File: config.mk
export PLATFORM = sky130hd
export DESIGN_NAME = srcc_top
export DESIGN_NICKNAME = d
export VERILOG_FILES = /design/src/design/srcc_top.v
export VERILOG_INCLUDE_DIRS = /design/src /design/src/design
export SDC_FILE = /design/constraint.sdc
export NUM_CORES = 1
export LEC_CHECK = 0
export ABC_AREA = 1
export BUFFER_PORTS_ARGS = -buffer_cell sky130_fd_sc_hd__buf_2
export CELL_PAD_IN_SITES_DETAIL_PLACEMENT = 2
export CELL_PAD_IN_SITES_GLOBAL_PLACEMENT = 2
export CORE_MARGIN = 5
export CORE_UTILIZATION = 32
export CTS_CLUSTER_DIAMETER = 50
export DETAILED_ROUTE_END_ITERATION = 16
export PLACE_DENSITY = 0.94
export RECOVER_POWER = 100
export SLEW_MARGIN = 20
export SYNTH_ARGS = -nofsm -noshare
export SYNTH_HDL_FRONTEND = slang
export SYNTH_SLANG_ARGS = --single-unit
export TNS_END_PERCENT = 30
File: constraint.sdc
create_clock -name CLK_SYS_IN -period 8.02 [get_ports CLK_SYS_IN]
set_clock_uncertainty 0.1 [all_clocks]
set_input_delay 0.401 -clock CLK_SYS_IN [delete_from_list [all_inputs] [get_ports CLK_SYS_IN]]
set_output_delay 0.401 -clock CLK_SYS_IN [all_outputs]
set_load 0.05 [all_outputs]
File: src/design/srcc_regs.vh
// Register offsets, command codes and field layout of the relay channel controller
`ifndef SRCC_REGS_VH
`define SRCC_REGS_VH

// Byte offsets (word aligned)
`define SRCC_OFS_CMD         5'h00
`define SRCC_OFS_STATUS      5'h04
`define SRCC_OFS_RELAY       5'h08
`define SRCC_OFS_SINGLE      5'h0c
`define SRCC_OFS_INT_LIST    5'h10
`define SRCC_OFS_EXT_LIST    5'h14
`define SRCC_OFS_SCAN_SEL    5'h18

// Command word fields
`define SRCC_OP_MSB          31
`define SRCC_OP_LSB          28
`define SRCC_ARG_MASK_MSB    10
`define SRCC_CHAN_MSB        3
`define SRCC_EXT_LO_MSB      9
`define SRCC_EXT_HI_MSB      25
`define SRCC_EXT_HI_LSB      16

// Command codes
`define SRCC_CMD_SINGLE      4'h1
`define SRCC_CMD_OPEN_ALL    4'h2
`define SRCC_CMD_MULTI_CLOSE 4'h3
`define SRCC_CMD_MULTI_OPEN  4'h4
`define SRCC_CMD_INT_LIST    4'h5
`define SRCC_CMD_EXT_LIST    4'h6
`define SRCC_CMD_SCAN_SEL    4'h7

// Scan operation selection values
`define SRCC_SEL_NONE        2'h0
`define SRCC_SEL_INT         2'h1
`define SRCC_SEL_EXT         2'h2

// Status bits
`define SRCC_ST_ERROR        0
`define SRCC_ST_FOUR_POLE    1

// Channel limits
`define SRCC_POLE_RELAY      4'hb
`define SRCC_PAIR_OFFSET     4'h5
`define SRCC_MAX_CHAN_2P     4'ha
`define SRCC_MAX_CHAN_4P     4'h5
`define SRCC_INT_MIN_COUNT   4'h2
`define SRCC_INT_MAX_COUNT   4'ha
`define SRCC_EXT_MIN_CHAN    10'h001
`define SRCC_EXT_MAX_CHAN    10'h320

// Reset values
`define SRCC_RST_RELAY       11'h000
`define SRCC_RST_CHAN        4'h0
`define SRCC_RST_INT_LIST    10'h000
`define SRCC_RST_EXT         10'h000

`endif

File: src/design/srcc_top.v
// Relay scanner channel controller with Avalon-MM register slave
`timescale 1ns/1ps
`include "srcc_regs.vh"
// What this block does
// - Single close lights the closed channel indicator; 4-pole lights only the lower channel.
// - Single-close query reports the single-closed channel, omitting the paired upper one.
// - Single-close query never reports channels closed by multiple close.
// - Single close is refused while internal or external scan is enabled.
// - Open-all opens channels 1 to 10 and leaves channel 11 alone.
// - Open-all also sets scan operation selection to none.
// - Multiple close closes all listed channels together; channels 1 to 11 valid.
// - In multiple control, channel 11 closed means 2-pole, open means 4-pole.
// - Multiple close turns the front-panel channel indicator off.
// - Multiple-close query returns every closed channel, paired ones included.
// - Multiple open opens listed channels 1 to 11; opening 11 gives 4-pole.
// - Internal scan-list command stores the list and enables internal scan.
// - Internal list holds 2 to 10 channels numbered 1 to 10.
// - Internal list must be consecutive; a gapped list is invalid.
// - A list is given as separate channels or as a lower:upper range.
// - External list holds 2 to 800 channels numbered 1 to 800.
// - Defining the external list does not start scanning.
// - Selection accepts internal, external and none; none disables scanning.
// - List and selection queries return the last programmed values.
// - Single close opens closed channels 1 to 10 first, then closes the new one; channel 11 keeps its state.
// - In 4-pole single close, channel n pairs with n plus 5.
// - Single close pole mode follows the 2-wire or 4-wire measurement function.
module srcc_top (
  // Clock, reset, enable
  input  wire        CLK_SYS_IN,
  input  wire        RST_IN,
  input  wire        CE_IN,
  // Avalon-MM slave
  input  wire [4:0]  AVS_ADDRESS_IN,
  input  wire        AVS_READ_IN,
  input  wire        AVS_WRITE_IN,
  input  wire [31:0] AVS_WRITEDATA_IN,
  input  wire [3:0]  AVS_BYTEENABLE_IN,
  output reg  [31:0] AVS_READDATA_OUT,
  output wire        AVS_WAITREQUEST_OUT,
  // Measurement function
  input  wire        FOUR_WIRE_IN,
  // Relay card and scan control
  output reg  [10:0] RELAY_OUT,
  output reg  [3:0]  CHANNEL_FOUR_INDICATOR_OUT,
  output reg  [1:0]  SCAN_SEL_OUT,
  output reg         CMD_ERROR_OUT
);

  reg  [3:0]  single_chan;
  reg  [9:0]  int_list;
  reg  [9:0]  ext_lo;
  reg  [9:0]  ext_hi;
  reg         ack;

  wire        req = (AVS_READ_IN | AVS_WRITE_IN) & CE_IN;
  wire        wr_take = AVS_WRITE_IN & ack & CE_IN;
  wire        cmd_take = wr_take & (AVS_ADDRESS_IN == `SRCC_OFS_CMD) & (&AVS_BYTEENABLE_IN);
  wire        err_clr = wr_take & (AVS_ADDRESS_IN == `SRCC_OFS_STATUS) & AVS_BYTEENABLE_IN[0]
                        & AVS_WRITEDATA_IN[`SRCC_ST_ERROR];
  wire [3:0]  op = AVS_WRITEDATA_IN[`SRCC_OP_MSB:`SRCC_OP_LSB];
  wire [10:0] arg_mask = AVS_WRITEDATA_IN[`SRCC_ARG_MASK_MSB:0];
  wire [3:0]  arg_chan = AVS_WRITEDATA_IN[`SRCC_CHAN_MSB:0];
  wire [9:0]  arg_lo = AVS_WRITEDATA_IN[`SRCC_EXT_LO_MSB:0];
  wire [9:0]  arg_hi = AVS_WRITEDATA_IN[`SRCC_EXT_HI_MSB:`SRCC_EXT_HI_LSB];
  wire [1:0]  arg_sel = AVS_WRITEDATA_IN[1:0];

  // Answer one cycle after the request shows; master holds it meanwhile
  assign AVS_WAITREQUEST_OUT = (AVS_READ_IN | AVS_WRITE_IN) & ~ack;

  function [3:0] srcc_count;
    input [9:0] m;
    integer i;
    begin
      srcc_count = 4'h0;
      for (i = 0; i < 10; i = i + 1)
        srcc_count = srcc_count + {3'h0, m[i]};
    end
  endfunction

  // True when the set bits form one unbroken run
  function srcc_contig;
    input [9:0] m;
    reg   [10:0] filled;
    begin
      filled = {1'b0, m} | ({1'b0, m} - 11'h001);
      srcc_contig = ((filled + 11'h001) & {1'b0, m}) == 11'h000;
    end
  endfunction

  reg [10:0] next_relay;
  reg [3:0]  next_single;
  reg [3:0]  next_ind;
  reg [1:0]  next_sel;
  reg [9:0]  next_int;
  reg [9:0]  next_lo;
  reg [9:0]  next_hi;
  reg        bad;
  reg [3:0]  cnt;

  always @* begin
    next_relay  = RELAY_OUT;
    next_single = single_chan;
    next_ind    = CHANNEL_FOUR_INDICATOR_OUT;
    next_sel    = SCAN_SEL_OUT;
    next_int    = int_list;
    next_lo     = ext_lo;
    next_hi     = ext_hi;
    bad         = 1'b0;
    cnt         = srcc_count(arg_mask[9:0]);
    if (cmd_take) begin
      case (op)
        `SRCC_CMD_SINGLE: begin
          if (SCAN_SEL_OUT != `SRCC_SEL_NONE) begin
            bad = 1'b1;
          end else if (arg_chan == `SRCC_RST_CHAN ||
                       arg_chan > (FOUR_WIRE_IN ? `SRCC_MAX_CHAN_4P : `SRCC_MAX_CHAN_2P)) begin
            bad = 1'b1;
          end else begin
            // Channel 11 keeps its state; only input relays are swept
            next_relay[9:0] = 10'h000;
            next_relay[arg_chan - 4'h1] = 1'b1;
            if (FOUR_WIRE_IN)
              next_relay[arg_chan + `SRCC_PAIR_OFFSET - 4'h1] = 1'b1;
            next_single = arg_chan;
            next_ind    = arg_chan;
          end
        end
        `SRCC_CMD_OPEN_ALL: begin
          next_relay[9:0] = 10'h000;
          next_single = `SRCC_RST_CHAN;
          next_ind    = `SRCC_RST_CHAN;
          next_sel    = `SRCC_SEL_NONE;
        end
        `SRCC_CMD_MULTI_CLOSE: begin
          if (arg_mask == 11'h000) begin
            bad = 1'b1;
          end else begin
            next_relay = RELAY_OUT | arg_mask;
            next_ind   = `SRCC_RST_CHAN;
          end
        end
        `SRCC_CMD_MULTI_OPEN: begin
          if (arg_mask == 11'h000) begin
            bad = 1'b1;
          end else begin
            next_relay = RELAY_OUT & ~arg_mask;
            // Forget the single-closed channel once its relay is opened
            if (single_chan != `SRCC_RST_CHAN && arg_mask[single_chan - 4'h1]) begin
              next_single = `SRCC_RST_CHAN;
              next_ind    = `SRCC_RST_CHAN;
            end
          end
        end
        `SRCC_CMD_INT_LIST: begin
          if (arg_mask[10] || cnt < `SRCC_INT_MIN_COUNT || cnt > `SRCC_INT_MAX_COUNT) begin
            bad = 1'b1;
          end else if (!srcc_contig(arg_mask[9:0])) begin
            bad = 1'b1;
          end else begin
            next_int = arg_mask[9:0];
            next_sel = `SRCC_SEL_INT;
          end
        end
        `SRCC_CMD_EXT_LIST: begin
          if (arg_lo < `SRCC_EXT_MIN_CHAN || arg_hi > `SRCC_EXT_MAX_CHAN || arg_hi <= arg_lo) begin
            bad = 1'b1;
          end else begin
            next_lo = arg_lo;
            next_hi = arg_hi;
          end
        end
        `SRCC_CMD_SCAN_SEL: begin
          if (arg_sel == `SRCC_SEL_NONE || arg_sel == `SRCC_SEL_INT || arg_sel == `SRCC_SEL_EXT)
            next_sel = arg_sel;
          else
            bad = 1'b1;
        end
        default: begin
          bad = 1'b1;
        end
      endcase
    end
  end

  always @(posedge CLK_SYS_IN) begin
    if (RST_IN) begin
      ack                        <= 1'b0;
      AVS_READDATA_OUT           <= 32'h00000000;
      RELAY_OUT                  <= `SRCC_RST_RELAY;
      single_chan                <= `SRCC_RST_CHAN;
      CHANNEL_FOUR_INDICATOR_OUT <= `SRCC_RST_CHAN;
      SCAN_SEL_OUT               <= `SRCC_SEL_NONE;
      int_list                   <= `SRCC_RST_INT_LIST;
      ext_lo                     <= `SRCC_RST_EXT;
      ext_hi                     <= `SRCC_RST_EXT;
      CMD_ERROR_OUT              <= 1'b0;
    end else if (CE_IN) begin
      ack                        <= req & ~ack;
      RELAY_OUT                  <= next_relay;
      single_chan                <= next_single;
      CHANNEL_FOUR_INDICATOR_OUT <= next_ind;
      SCAN_SEL_OUT               <= next_sel;
      int_list                   <= next_int;
      ext_lo                     <= next_lo;
      ext_hi                     <= next_hi;
      // A new error wins over a clear in the same cycle
      if (bad)
        CMD_ERROR_OUT <= 1'b1;
      else if (err_clr)
        CMD_ERROR_OUT <= 1'b0;
      if (AVS_READ_IN & ~ack) begin
        case (AVS_ADDRESS_IN)
          `SRCC_OFS_STATUS:   AVS_READDATA_OUT <= {30'h0, ~RELAY_OUT[`SRCC_POLE_RELAY - 4'h1],
                                                   CMD_ERROR_OUT};
          `SRCC_OFS_RELAY:    AVS_READDATA_OUT <= {21'h0, RELAY_OUT};
          `SRCC_OFS_SINGLE:   AVS_READDATA_OUT <= {28'h0, single_chan};
          `SRCC_OFS_INT_LIST: AVS_READDATA_OUT <= {22'h0, int_list};
          `SRCC_OFS_EXT_LIST: AVS_READDATA_OUT <= {6'h0, ext_hi, 6'h0, ext_lo};
          `SRCC_OFS_SCAN_SEL: AVS_READDATA_OUT <= {30'h0, SCAN_SEL_OUT};
          default:            AVS_READDATA_OUT <= 32'h00000000;
        endcase
      end
    end
  end

endmodule

* After elaboration in Yosys (flattened, before gate mapping)
Index checks and enable logic that the tools add are counted.
** Word-level totals
- Bits of input ports :: 47
- Flip-flop bits (word level) :: 85
- Logic and storage cells :: 153
- Output and inout bits :: 51
** Cells by class
- Add/subtract/negate cells :: 15
- Order comparisons :: 11
- Reductions and logical operators :: 33
- Mux-type cells :: 37
- Bitwise gates (word level) :: 23
- Equality and inequality tests :: 23
** Operators with widths (number)
- $pmux W26 S6 :: 1
- $mux W11 :: 5
- $pmux W10 S4 :: 1
- $or A11 B11 Y11 :: 3
- $add A4 B1 Y4 :: 6
- $mux W4 :: 6
- $logic_not A11 Y1 :: 2
- $reduce_and A7 Y1 :: 3
- $eq A4 B3 Y1 const B :: 4
- $ne A2 B2 Y1 const B :: 8
- $pmux W4 S4 :: 1
- $eq A5 B5 Y1 const B :: 3
- $lt A4 B5 Y1 const B :: 3
- $mux W1 :: 13
- $pmux W4 S3 :: 1
- $sub A4 B1 Y4 const B :: 3
- $add A11 B1 Y11 const B :: 1
- $and A1 B1 Y1 :: 11
- $and A11 B10 Y11 :: 1
- $and A11 B11 Y11 :: 1
- $not A11 Y11 :: 1
- $or A10 B11 Y11 :: 1
- $sub A10 B1 Y11 const B :: 1
- $eq A5 B4 Y1 const B :: 2
- 38 further kinds :: 60

* Longest topological paths before layout
Gate-level depths: netlist of the first run.
- Depth in word-level cells :: 17
- Gate-level depth with buffers :: 21

* Least setup slack after synthesis of the first run
Ideal clock, no wire load.
- Path type :: input port to flip-flop
- From :: input AVS_WRITEDATA_IN[3]
- To :: register int_list[3]
- Setup slack :: 4.163 ns
- Required time :: 7.807 ns
- Cell stages on the path :: 18
- Library setup time :: 0.113 ns
- Arrival time :: 3.645 ns
- Path buffers :: 2
- Cells stage by stage :: buf_6 > inv_1 > fa_1 > fa_1 > fa_1 > inv_1 > ha_1 > inv_1 > fa_1 > nor2_1 > nand2_1 > nand3_1 > nand3_1 > nor2_2 > nand4_2 > clkbuf_8 > nor2_1 > nor2_1
** On the way
- Cells in the longest elaborated chain, start to end :: 12
** Ends and longest elaborated chain
- start, declared :: line srcc_top.v:36 : input wire [31:0] AVS_WRITEDATA_IN,
- $add A3 B1 Y4 :: line srcc_top.v:76 : srcc_count = srcc_count + {3'h0, m[i]};
- $add A4 B1 Y4 (6 in series) :: line srcc_top.v:76
- $lt A4 B2 Y1 (no line)
- $logic_or A1 B1 Y1 (no line) (2 in series)
- $not A1 Y1 (no line)
- $reduce_and A5 Y1 (no line)
- end signal, assigned :: line srcc_top.v:193 : int_list <= `SRCC_RST_INT_LIST;
- end signal, assigned :: line srcc_top.v:203 : int_list <= next_int;
- end, declared :: line srcc_top.v:50 : reg [9:0] int_list;
Parallel ways exist; a longest one is shown, timed or not.
A chain may end at the register's enable or synchronous reset.

* Worst setup path in the final report of the first run
- From :: input AVS_WRITEDATA_IN[0]
- To :: register int_list[8]
** On the way
- Cells in the longest elaborated chain, start to end :: 14
** Ends and longest elaborated chain (line)
- $add A1 B1 Y2 :: srcc_top.v:76
- $add A2 B1 Y3 :: srcc_top.v:76
- $add A3 B1 Y4 :: srcc_top.v:76
- $add A4 B1 Y4 (6 in series) :: srcc_top.v:76
- $lt A4 B2 Y1 (no line)
- $logic_or A1 B1 Y1 (no line) (2 in series)
- $not A1 Y1 (no line)
- $reduce_and A5 Y1 (no line) *
Every way passes the cells marked *; elsewhere a longest branch is shown, timed or not.

==> results.tsv, run 1 <==
stage	metric	value	unit
placed_design	gp_congestion	0.9118	
pwr	switching_share	32.81	%
global_route	grt_pass1_wl	32800	µm
clock_tree	cts_sinks	74	
global_route	grt_pass1_vias	6123	
layout	fin_nets	901	
pwr	seq_power_share	37.3	%
sta	fin_setup_tns	0	ns
global_route	grt.overflow.total	0	
hold_path	worstHoldPathCells	3	
pwr	p_leak	2.520	nW
route	first_pass_iters	5	
floorplan	core	0.01526	mm²
layout	syn_to_final_growth	14.19	%
clock_tree	numCtsBuffers	9	
sta	worstMarginPinSlew	2.632	ns
critical_path	cp_data_required_time	8.19	ns
global_route	grt_max_degree	62	
floorplan	fp.dieW	134.9	µm
route	route.detailed.drc	0	
pwr	p_per_area	175.3	mW/mm²
sta	fin_crit_sh	72.57	%
clock_tree	cts_buffer_depth	2	
critical_path	endpoint_kind	flip-flop	
pwr	combPwrFrac	19.2	%
pwr	p_sw	0.0003278	W
outcome	status	complete, but fails checks	
clock_tree	clkLatencyLatePin	0.35	ns
synthesis	yosysWarnings	0	
sta	rsz0062_at_grt	no	
synthesis	synthCells	753	
clock_tree	cts_setup_buffers	0	
clock_tree	htreeDepth	3	
outcome	violations	max-capacitance violations, max-slew violations	
clock_tree	cts_tree	yes	
layout	drive_above_1_share	9.927	%
layout	mostFrequentLayoutCell	nand2_1	
synthesis	synthDistinctLibCells	44	
layout	final_cell_mix	nand2_1 (172), nor2_1 (120), o21ai_0 (83)	
pwr	p_clk_share	43.4	%
sta	hold_violations	0	
critical_path	startpoint_type	input port	
global_route	antenna_found_initial	0	
synthesis	synthArstFlopShare	0	%
synthesis	synth_flop_cell	dfxtp_1	
floorplan	dieArea	0.01819	mm²
sta	setup_slack	2.200	ns
route	routed-via-count	5525	
sta	drv_slew	62	
layout	n_antenna_cell	0	
sta	slew_headroom	-75.45	%
route	ant_nets	0	
sta	max_freq	0.1718	GHz
route	wl_per_cell	20.08	µm
synthesis	syn_area_per_cell	6.627	µm²
synthesis	ys_seq_area_share	29.69	%
route	wirelength	20820	µm
floorplan	start_util	32.70	%
placed_design	pre_cts_ws	2.954	ns
clock_tree	clk_pin_slew	0.07	ns
clock_tree	holdBufCountCts	0	
route	drtIter0Drc	302	
clock_tree	cts_resized	0	
critical_path	path_class	in2reg	
floorplan	ios	98	
floorplan	die_y	134.9	µm
global_route	grt_use_total	23.16	%
floorplan	num_rows	45	
placed_design	hpwl	14560	µm
critical_path	cp.arrival	5.99	ns
clock_tree	cts-root-buf	clkbuf_16	
pwr	p_int	0.0006712	W
flow_run	maxCapViolations	1	
layout	post-route-util	37.34	%
route	viasPerCell	5.328	
hold_path	hold_path.class	in2reg	
synthesis	ys_seq_elements	74	
critical_path	critPathMaxFanout	20	
synthesis	syn_area	0.004990	mm²
placed_design	port_buffers	79	
sta	fin_crit	5.820	ns
synthesis	synth_edf_count	0	
critical_path	r2r_cells	10	
sta	hold-worst-slack	0.2396	ns
pwr	vdd_drop_max	0.09567	mV
sta	setup_viol	0	
[cells by family (layout without fill, tap and decap cells)]
| group | Yosys count | after routing | share of synthesized area, % |
|---|---|---|---|
| other cells | 1 | 11 | 0.07515 |
| xor+xnor | 3 | 3 | 0.5267 |
| fa+ha+maj | 33 | 33 | 9.178 |
| compound gates | 159 | 159 | 17.90 |
| buf+inv | 114 | 177 | 10.88 |
| simple gates | 369 | 369 | 31.75 |
| flops | 74 | 74 | 29.69 |
[per-layer routing]
layer  track usage, %  routed length (µm)  up-vias
met4            12.39                 976        0
met5                0                   0        -
met3            4.359                 864       67
met1            25.95                8503     2705
met2            41.38               10480      182
li1                 -                   -     2571
[through the flow]
stage	instances	power [W]	instance area [µm²]
finish	1037	0.0009990	5698
global route	1037	0.001044	5698
CTS	1037	0.001010	5777
detailed placement	1021	0.0005724	5470
global placement	1021	0.0005613	5470
floorplan	763	0.0005146	5027
[final timing paths]
kind,startpoint,to,slack [ns]
worst max-delay path,AVS_WRITEDATA_IN[0],int_list[8],2.20
worst min-delay path,AVS_WRITEDATA_IN[19],ext_hi[3],0.24
worst max register to register,ack,int_list[8],5.13
worst min register to register,AVS_READDATA_OUT[3],AVS_READDATA_OUT[3],0.37
[synthesized netlist by cell type, types with 3 or more instances]
library cell | number | area [µm²]
nor3_1 | 10 | 50.05
nand4_1 | 4 | 25.02
o211ai_1 | 9 | 67.56
a21oi_1 | 44 | 220.2
ha_1 | 27 | 337.8
nor2_1 | 119 | 446.7
nand2_2 | 5 | 31.28
clkinv_1 | 3 | 11.26
a21oi_2 | 8 | 70.07
nand3_1 | 42 | 210.2
o21ai_1 | 11 | 55.05
dfxtp_1 | 74 | 1481
o22ai_1 | 4 | 25.02
o21ai_0 | 73 | 365.4
buf_4 | 13 | 97.59
buf_2 | 5 | 25.02
fa_1 | 6 | 120.1
nor2_4 | 3 | 33.78
a32o_1 | 3 | 30.03
inv_2 | 4 | 15.01
inv_1 | 71 | 266.5
nor2_2 | 6 | 37.54
buf_6 | 5 | 56.30
clkbuf_1 | 9 | 33.78
nand2_1 | 170 | 638.1
[power groups by stage]
stage | Clock, W | Sequential [W] | Combinational, W
2_1_floorplan | 0 | 0.000392 | 0.000123
3_3_place_gp | 0 | 0.000381 | 0.000180
3_5_place_dp | 0 | 0.000381 | 0.000191
4_1_cts | 0.000442 | 0.000373 | 0.000195
5_1_grt | 0.000459 | 0.000373 | 0.000212
6_report | 0.000434 | 0.000373 | 0.000192
[cell type report]
cell class	count	area [µm²]
tap	211	264.0
multi-input combinational	575	2989
fill	1931	9560
clock inverter	7	81.33
clock buffer	9	225.2
inverter	79	299.0
timing repair buffer	82	357.8
sequential	74	1481
[flip-flops by register name, summed over array words and instances, names as in the netlist]
name                        count
AVS_READDATA_OUT               21
CHANNEL_FOUR_INDICATOR_OUT      4
CMD_ERROR_OUT                   1
RELAY_OUT                      11
SCAN_SEL_OUT                    2
ack                             1
ext_hi                         10
ext_lo                         10
int_list                       10
single_chan                     4
[worst max-delay path: stages]
cell      delay (ns)
clkbuf_1        0.65
inv_1           0.61
fa_1            0.74
fa_1            0.44
fa_1            0.50
inv_1           0.04
ha_1            0.19
inv_1           0.07
fa_1            0.44
nor2_1          0.12
nand2_1         0.06
nand3_1         0.08
nand3_1         0.08
nor2_1          0.23
nand4_1         0.75
nand2_1         0.27
nand2_1         0.08
nor2_1          0.22
(Power assumes the default switching activity.)
==> run 2, diff against run 1 <==
- CORE_UTILIZATION: 32 -> 27
- PLACE_DENSITY: 0.94 -> 0.85
- clock period: 8.02 -> 5.25 ns (I/O delays scaled with it)
==> run 2 against run 1 <==
  * The run still ends with max-capacitance violations, max-slew violations left
  * Die area rose by 17%
  * Via count fell by 4.4%
  * Wire length fell by 8.4%
  * Clock power rose by 51%
  * Highest routed layer unchanged
==> results.tsv, run 2 (synthesis results as in run 1) <==
stage	metric	value	unit	change
outcome	status	complete, but fails checks		
outcome	violations	max-capacitance violations, max-slew violations		
hold_path	worstHoldPathCells	3		unchanged
sta	worstMarginPinSlew	2.313	ns	-0.3189 ns
route	wirelength	19080	µm	-8.4%
global_route	grt_use_total	18.25	%	-4.9 points
pwr	p_per_area	263.4	mW/mm²	+50%
clock_tree	numCtsBuffers	9		unchanged
critical_path	startpoint_type	input port		
layout	top_register	AVS_READDATA_OUT		
pwr	vdd_drop_max	0.1486	mV	+55%
pwr	p_leak	2.522	nW	about the same
sta	fin_crit	4.287	ns	
layout	fin_nets	905		+0.44%
critical_path	critPathLaunch	AVS_WRITEDATA_IN[1]		
floorplan	ios	98		unchanged
global_route	grt_pass1_vias	5918		-3.3%
critical_path	cp_data_required_time	5.43	ns	-2.76 ns
sta	fin_crit_sh	81.66	%	
route	routed-via-count	5283		-4.4%
sta	drv_slew	35		-44%
hold_path	hold_end	ext_hi[2]		
floorplan	fp.dieW	145.9	µm	+8.2%
sta	hold_violations	0		unchanged
sta	max_freq	0.2332	GHz	
critical_path	regToRegSetupSlack	1.63	ns	-3.50 ns
global_route	grt.overflow.total	0		unchanged
hold_path	hold_path.class	in2reg		
layout	syn_to_final_growth	14.97	%	
layout	mostFrequentLayoutCell	nand2_1		
clock_tree	clkLatencyLatePin	0.35	ns	about the same
sta	rsz0062_at_grt	no		
route	drtIter0Drc	162		-46%
sta	setup_slack	0.9627	ns	-1.237 ns
clock_tree	cts_tree	yes		
route	ant_nets	0		unchanged
sta	slew_headroom	-54.77	%	+21 points
clock_tree	cts_resized	0		unchanged
placed_design	hpwl	14240	µm	-2.2%
clock_tree	cts_setup_buffers	0		unchanged
floorplan	core	0.01809	mm²	+19%
clock_tree	holdBufCountCts	0		unchanged
critical_path	endpoint_kind	flip-flop		
global_route	grt_pass1_wl	31200	µm	-4.9%
global_route	antenna_found_initial	0		unchanged
layout	reg_top3	AVS_READDATA_OUT: 21 flops, RELAY_OUT: 11 flops		
placed_design	pre_cts_ws	0.7002	ns	-2.254 ns
critical_path	r2r_start	ack		
layout	drive_above_1_share	10.24	%	+0.31 points
sta	setup_viol	0		unchanged
hold_path	hold_start	AVS_WRITEDATA_IN[18]		
floorplan	dieArea	0.02130	mm²	+17%
route	wl_per_cell	18.01	µm	-10%
critical_path	path_class	in2reg		
layout	post-route-util	31.72	%	-5.6 points
clock_tree	cts_sinks	74		unchanged
layout	n_antenna_cell	0		unchanged
placed_design	port_buffers	79		unchanged
clock_tree	clk_pin_slew	0.07	ns	about the same
clock_tree	htreeDepth	3		unchanged
critical_path	r2r_cells	8		-2
clock_tree	cts_buffer_depth	2		unchanged
floorplan	num_rows	49		+8.9%
critical_path	cp.arrival	4.46	ns	-1.53 ns
floorplan	die_y	145.9	µm	+8.2%
layout	largest_register_ff_count	21		unchanged
layout	final_cell_mix	nand2_1 (172), nor2_1 (121), o21ai_0 (80)		
route	viasPerCell	4.989		-6.4%
sta	fin_setup_tns	0	ns	unchanged
flow_run	maxCapViolations	1		unchanged
clock_tree	cts-root-buf	clkbuf_16		
floorplan	start_util	27.59	%	-5.1 points
route	route.detailed.drc	0		unchanged
critical_path	critPathMaxFanout	34		+70%
placed_design	gp_congestion	0.8744		-4.1%
route	first_pass_iters	4		-1
layout	finalNonFillerCells	1059		+2.1%
pwr	finalPower	0.001511	W	+51%
placed_design	dp_cells	1043		+2.2%
global_route	grt_max_degree	62		unchanged
critical_path	r2r-end	ext_lo[5]		
==> run 2: changes by cell type in the layout (fill, tap and decap cells not counted), moves of 2 or more <==
| cell | delta |
|---|---|
| o21ai_0 | -3 |
| inv_6 | -2 |
| o21ai_1 | +3 |
| buf_4 | +2 |
==> run 2: cell type report <==
type	instances	area, µm²
Inverter	79	299.0
Sequential cell	74	1481
Fill cell	2249	12350
Timing Repair Buffer	86	381.6
Clock inverter	7	83.83
Clock buffer	9	225.2
Multi-Input combinational cell	575	2979
Tap cell	229	286.5
==> run 2: through the flow <==
step           cell area [µm²]  hold slack [ns]
6_report                  5737           0.1089
5_1_grt                   5737           0.1149
4_1_cts                   5832          0.09629
3_5_place_dp              5523           0.3581
3_3_place_gp              5523           0.3507
2_1_floorplan             5027           0.2316
==> run 2: worst max-delay path by stage <==
stage / end / slack [ns] / cells past startpoint
floorplan: int_list[3] / 1.53 / 18
CTS: int_list[0] / 1.00 / 17
global route: ext_lo[9] / 0.51 / 12
global placement: int_list[0] / 0.83 / 17
finish: ext_lo[5] / 0.96 / 12
detailed placement: int_list[5] / 0.70 / 18
==> run 2: where the power goes <==
group,switching [W],total [W],internal [W]
clock network,0.000279,0.000657,0.000378
logic,0.000204,0.000285,0.0000817
registers,0.00000273,0.000569,0.000567
total,0.000485,0.00151,0.00103
==> run 2: critical path: stages <==
cell	delay, ns
buf_2	0.32
inv_1	0.14
clkbuf_1	0.42
ha_1	0.47
inv_1	0.04
nor2_1	0.08
o211ai_1	0.09
nand3_1	0.15
nand3b_4	0.17
nor2_1	1.73
o21ai_0	0.34
a21oi_2	0.21
==> run 2: routing by layer <==
metal | GRT usage [%] | vias up | share of wire [%]
met5 | 0 | - | 0
met4 | 6.315 | 0 | 2.7
met3 | 3.145 | 35 | 4.0
met2 | 31.57 | 108 | 49
met1 | 22.90 | 2561 | 44
li1 | - | 2579 | -
==> run 3, diff against run 2 <==
- CORE_UTILIZATION: 27 -> 30
- PLACE_DENSITY: 0.85 -> 0.89
- clock period: 5.25 -> 4.2 ns (I/O delays scaled with it)
==> run 3 against run 2 <==
  * The flow still finishes with violations (max-capacitance violations, max-slew violations)
  * Combinational power grew 29%
  * Sequential share of layout area down 0.16 points
  * Utilization increased by 3.3 points
  * Worst hold slack worse by 0.052 ns
  * Critical path depth is 7 higher
  * Total power is 26% higher
  * Sequential cell count unchanged
  * Die area down 9.3%
  * Register-to-register slack lost 0.43 ns
  * Non-clock buffer count up 6
  * Sequential power increased by 25%
  * Largest cell class unchanged
  * Largest power group unchanged
==> results.tsv, run 3 (synthesis results as in run 1) <==
stage	metric	value	unit	change
outcome	status	complete, but fails checks		
outcome	violations	max-capacitance violations, max-slew violations		
critical_path	regToRegSetupSlack	1.20	ns	-0.43 ns
floorplan	die_y	139.0	µm	-4.8%
layout	mostFrequentLayoutCell	nand2_1		
route	route.detailed.drc	0		unchanged
clock_tree	cts_tree	yes		
route	routed-via-count	5404		+2.3%
global_route	grt_pass1_vias	6053		+2.3%
placed_design	port_buffers	79		unchanged
placed_design	gp_congestion	0.8824		+0.91%
global_route	grt_use_total	21.37	%	+3.1 points
pwr	finalPower	0.001899	W	+26%
route	drtIter0Drc	283		+75%
layout	syn_to_final_growth	15.67	%	
route	first_pass_iters	4		unchanged
sta	fin_crit_sh	87.61	%	
sta	max_freq	0.2718	GHz	
critical_path	r2r-end	ext_lo[8]		
sta	fin_crit	3.680	ns	
clock_tree	cts_buffer_depth	2		unchanged
clock_tree	holdBufCountCts	0		unchanged
placed_design	dp_cells	1040		-0.29%
route	viasPerCell	5.117		+2.6%
layout	top_register	AVS_READDATA_OUT		
clock_tree	cts_resized	0		unchanged
sta	drv_slew	1		-97%
hold_path	hold_start	AVS_WRITEDATA_IN[22]		
clock_tree	cts_setup_buffers	0		unchanged
layout	largest_register_ff_count	21		unchanged
route	ant_nets	0		unchanged
layout	nFillCells	2052		-8.8%
global_route	grt_pass1_wl	33400	µm	+7.0%
layout	final_cell_mix	nand2_1 (171), nor2_1 (120), o21ai_0 (80)		
pwr	p_leak	2.552	nW	+1.2%
floorplan	num_rows	47		-4.1%
critical_path	startpoint_type	input port		
sta	rsz0062_at_grt	no		
global_route	antenna_found_initial	0		unchanged
sta	slew_headroom	-0.005120	%	+55 points
clock_tree	clkLatencyLatePin	0.35	ns	about the same
hold_path	worstHoldPathCells	3		unchanged
floorplan	core	0.01647	mm²	-9.0%
route	wl_per_cell	19.44	µm	+7.9%
critical_path	cp.arrival	3.82	ns	-0.64 ns
clock_tree	clk_pin_slew	0.07	ns	about the same
critical_path	cp_data_required_time	4.34	ns	-1.09 ns
layout	n_antenna_cell	0		unchanged
floorplan	ios	98		unchanged
global_route	grt.overflow.total	0		unchanged
layout	regArea	0.001481	mm²	unchanged
layout	reg_top3	AVS_READDATA_OUT: 21 flops, RELAY_OUT: 11 flops		
pwr	vdd_drop_max	0.1992	mV	+34%
layout	multi_input_area	0.002972	mm²	-0.25%
route	wirelength	20530	µm	+7.6%
critical_path	r2r_cells	8		unchanged
floorplan	start_util	30.30	%	+2.7 points
critical_path	path_class	in2reg		
clock_tree	numCtsBuffers	9		unchanged
sta	hold_violations	0		unchanged
hold_path	hold_end	ext_hi[6]		
sta	hold-worst-slack	0.05706	ns	-0.05185 ns
clock_tree	cts-root-buf	clkbuf_16		
floorplan	fp.dieW	139.0	µm	-4.8%
clock_tree	cts_sinks	74		unchanged
sta	fin_setup_tns	0	ns	unchanged
sta	worstMarginPinSlew	1.498	ns	-0.8145 ns
clock_tree	htreeDepth	3		unchanged
placed_design	hpwl	14810	µm	+4.0%
global_route	grt_max_degree	40		-35%
critical_path	r2r_start	ack		
layout	fin_nets	911		+0.66%
pwr	p_per_area	329.0	mW/mm²	+25%
flow_run	maxCapViolations	1		unchanged
layout	finalNonFillerCells	1056		-0.28%
floorplan	dieArea	0.01931	mm²	-9.3%
sta	setup_viol	0		unchanged
hold_path	hold_path.class	in2reg		
critical_path	critPathMaxFanout	20		-41%
layout	drive_above_1_share	11.24	%	+1.0 points
critical_path	endpoint_kind	flip-flop		
==> run 3: worst max-delay path by stage <==
| stage | startpoint | to | slack (ns) | cells after the start |
|---|---|---|---|---|
| floorplan | AVS_WRITEDATA_IN[3] | int_list[3] | 0.53 | 18 |
| global placement | AVS_WRITEDATA_IN[0] | int_list[7] | 0.32 | 18 |
| detailed placement | AVS_WRITEDATA_IN[3] | int_list[7] | 0.23 | 18 |
| CTS | AVS_WRITEDATA_IN[3] | int_list[7] | 0.57 | 18 |
| global route | AVS_WRITEDATA_IN[0] | int_list[8] | 0.21 | 19 |
| finish | AVS_WRITEDATA_IN[3] | int_list[7] | 0.52 | 19 |
==> run 3: per-layer routing <==
layer  GRT usage, %  wire (µm)  vias up
met5              0          0        -
met4          6.437        319        0
met3          3.103        832       24
met2          38.97      10690      113
met1          25.95       8683     2674
li1               -          -     2593
==> run 3: final cells by class <==
cell class              count  share of cell area [%]
well taps                 220                   4.769
clock inverters             7                   1.452
inverters                  79                   5.181
clock buffers               9                   3.902
multi-input cells         575                   51.48
flip-flops and latches     74                   25.67
repair buffers             92                   7.544
==> run 3: report_power, final <==
| part | switching, W | internal, W | total, W | leakage (nW) |
|---|---|---|---|---|
| Combinational | 0.000262 | 0.000106 | 0.000367 | 1.81 |
| Clock | 0.000349 | 0.000471 | 0.000820 | 0.149 |
| Sequential | 0.00000349 | 0.000708 | 0.000712 | 0.597 |
| Total | 0.000614 | 0.00128 | 0.00190 | 2.55 |
==> run 3: stage by stage <==
step                      worst slack [ns]  utilization [%]  instance area (µm²)
after CTS                           0.5728            35.62                 5866
after detailed placement            0.2254            33.75                 5557
after global placement              0.3238            33.75                 5557
final                               0.5204            35.05                 5772
after global routing                0.2140            35.05                 5772
after floorplan                     0.5337                -                 5027
==> run 3: critical path, cell delays in order <==
cell     delay [ns]
buf_2          0.12
inv_1          0.11
fa_1           0.48
fa_1           0.55
fa_1           0.41
inv_1          0.07
ha_1           0.17
inv_1          0.06
fa_1           0.40
xor2_1         0.17
nand2_1        0.07
nor2_1         0.04
nor2_1         0.08
nand2_1        0.07
nor2_1         0.19
nand4_2        0.12
buf_4          0.23
nor2_1         0.19
nor2_1         0.07
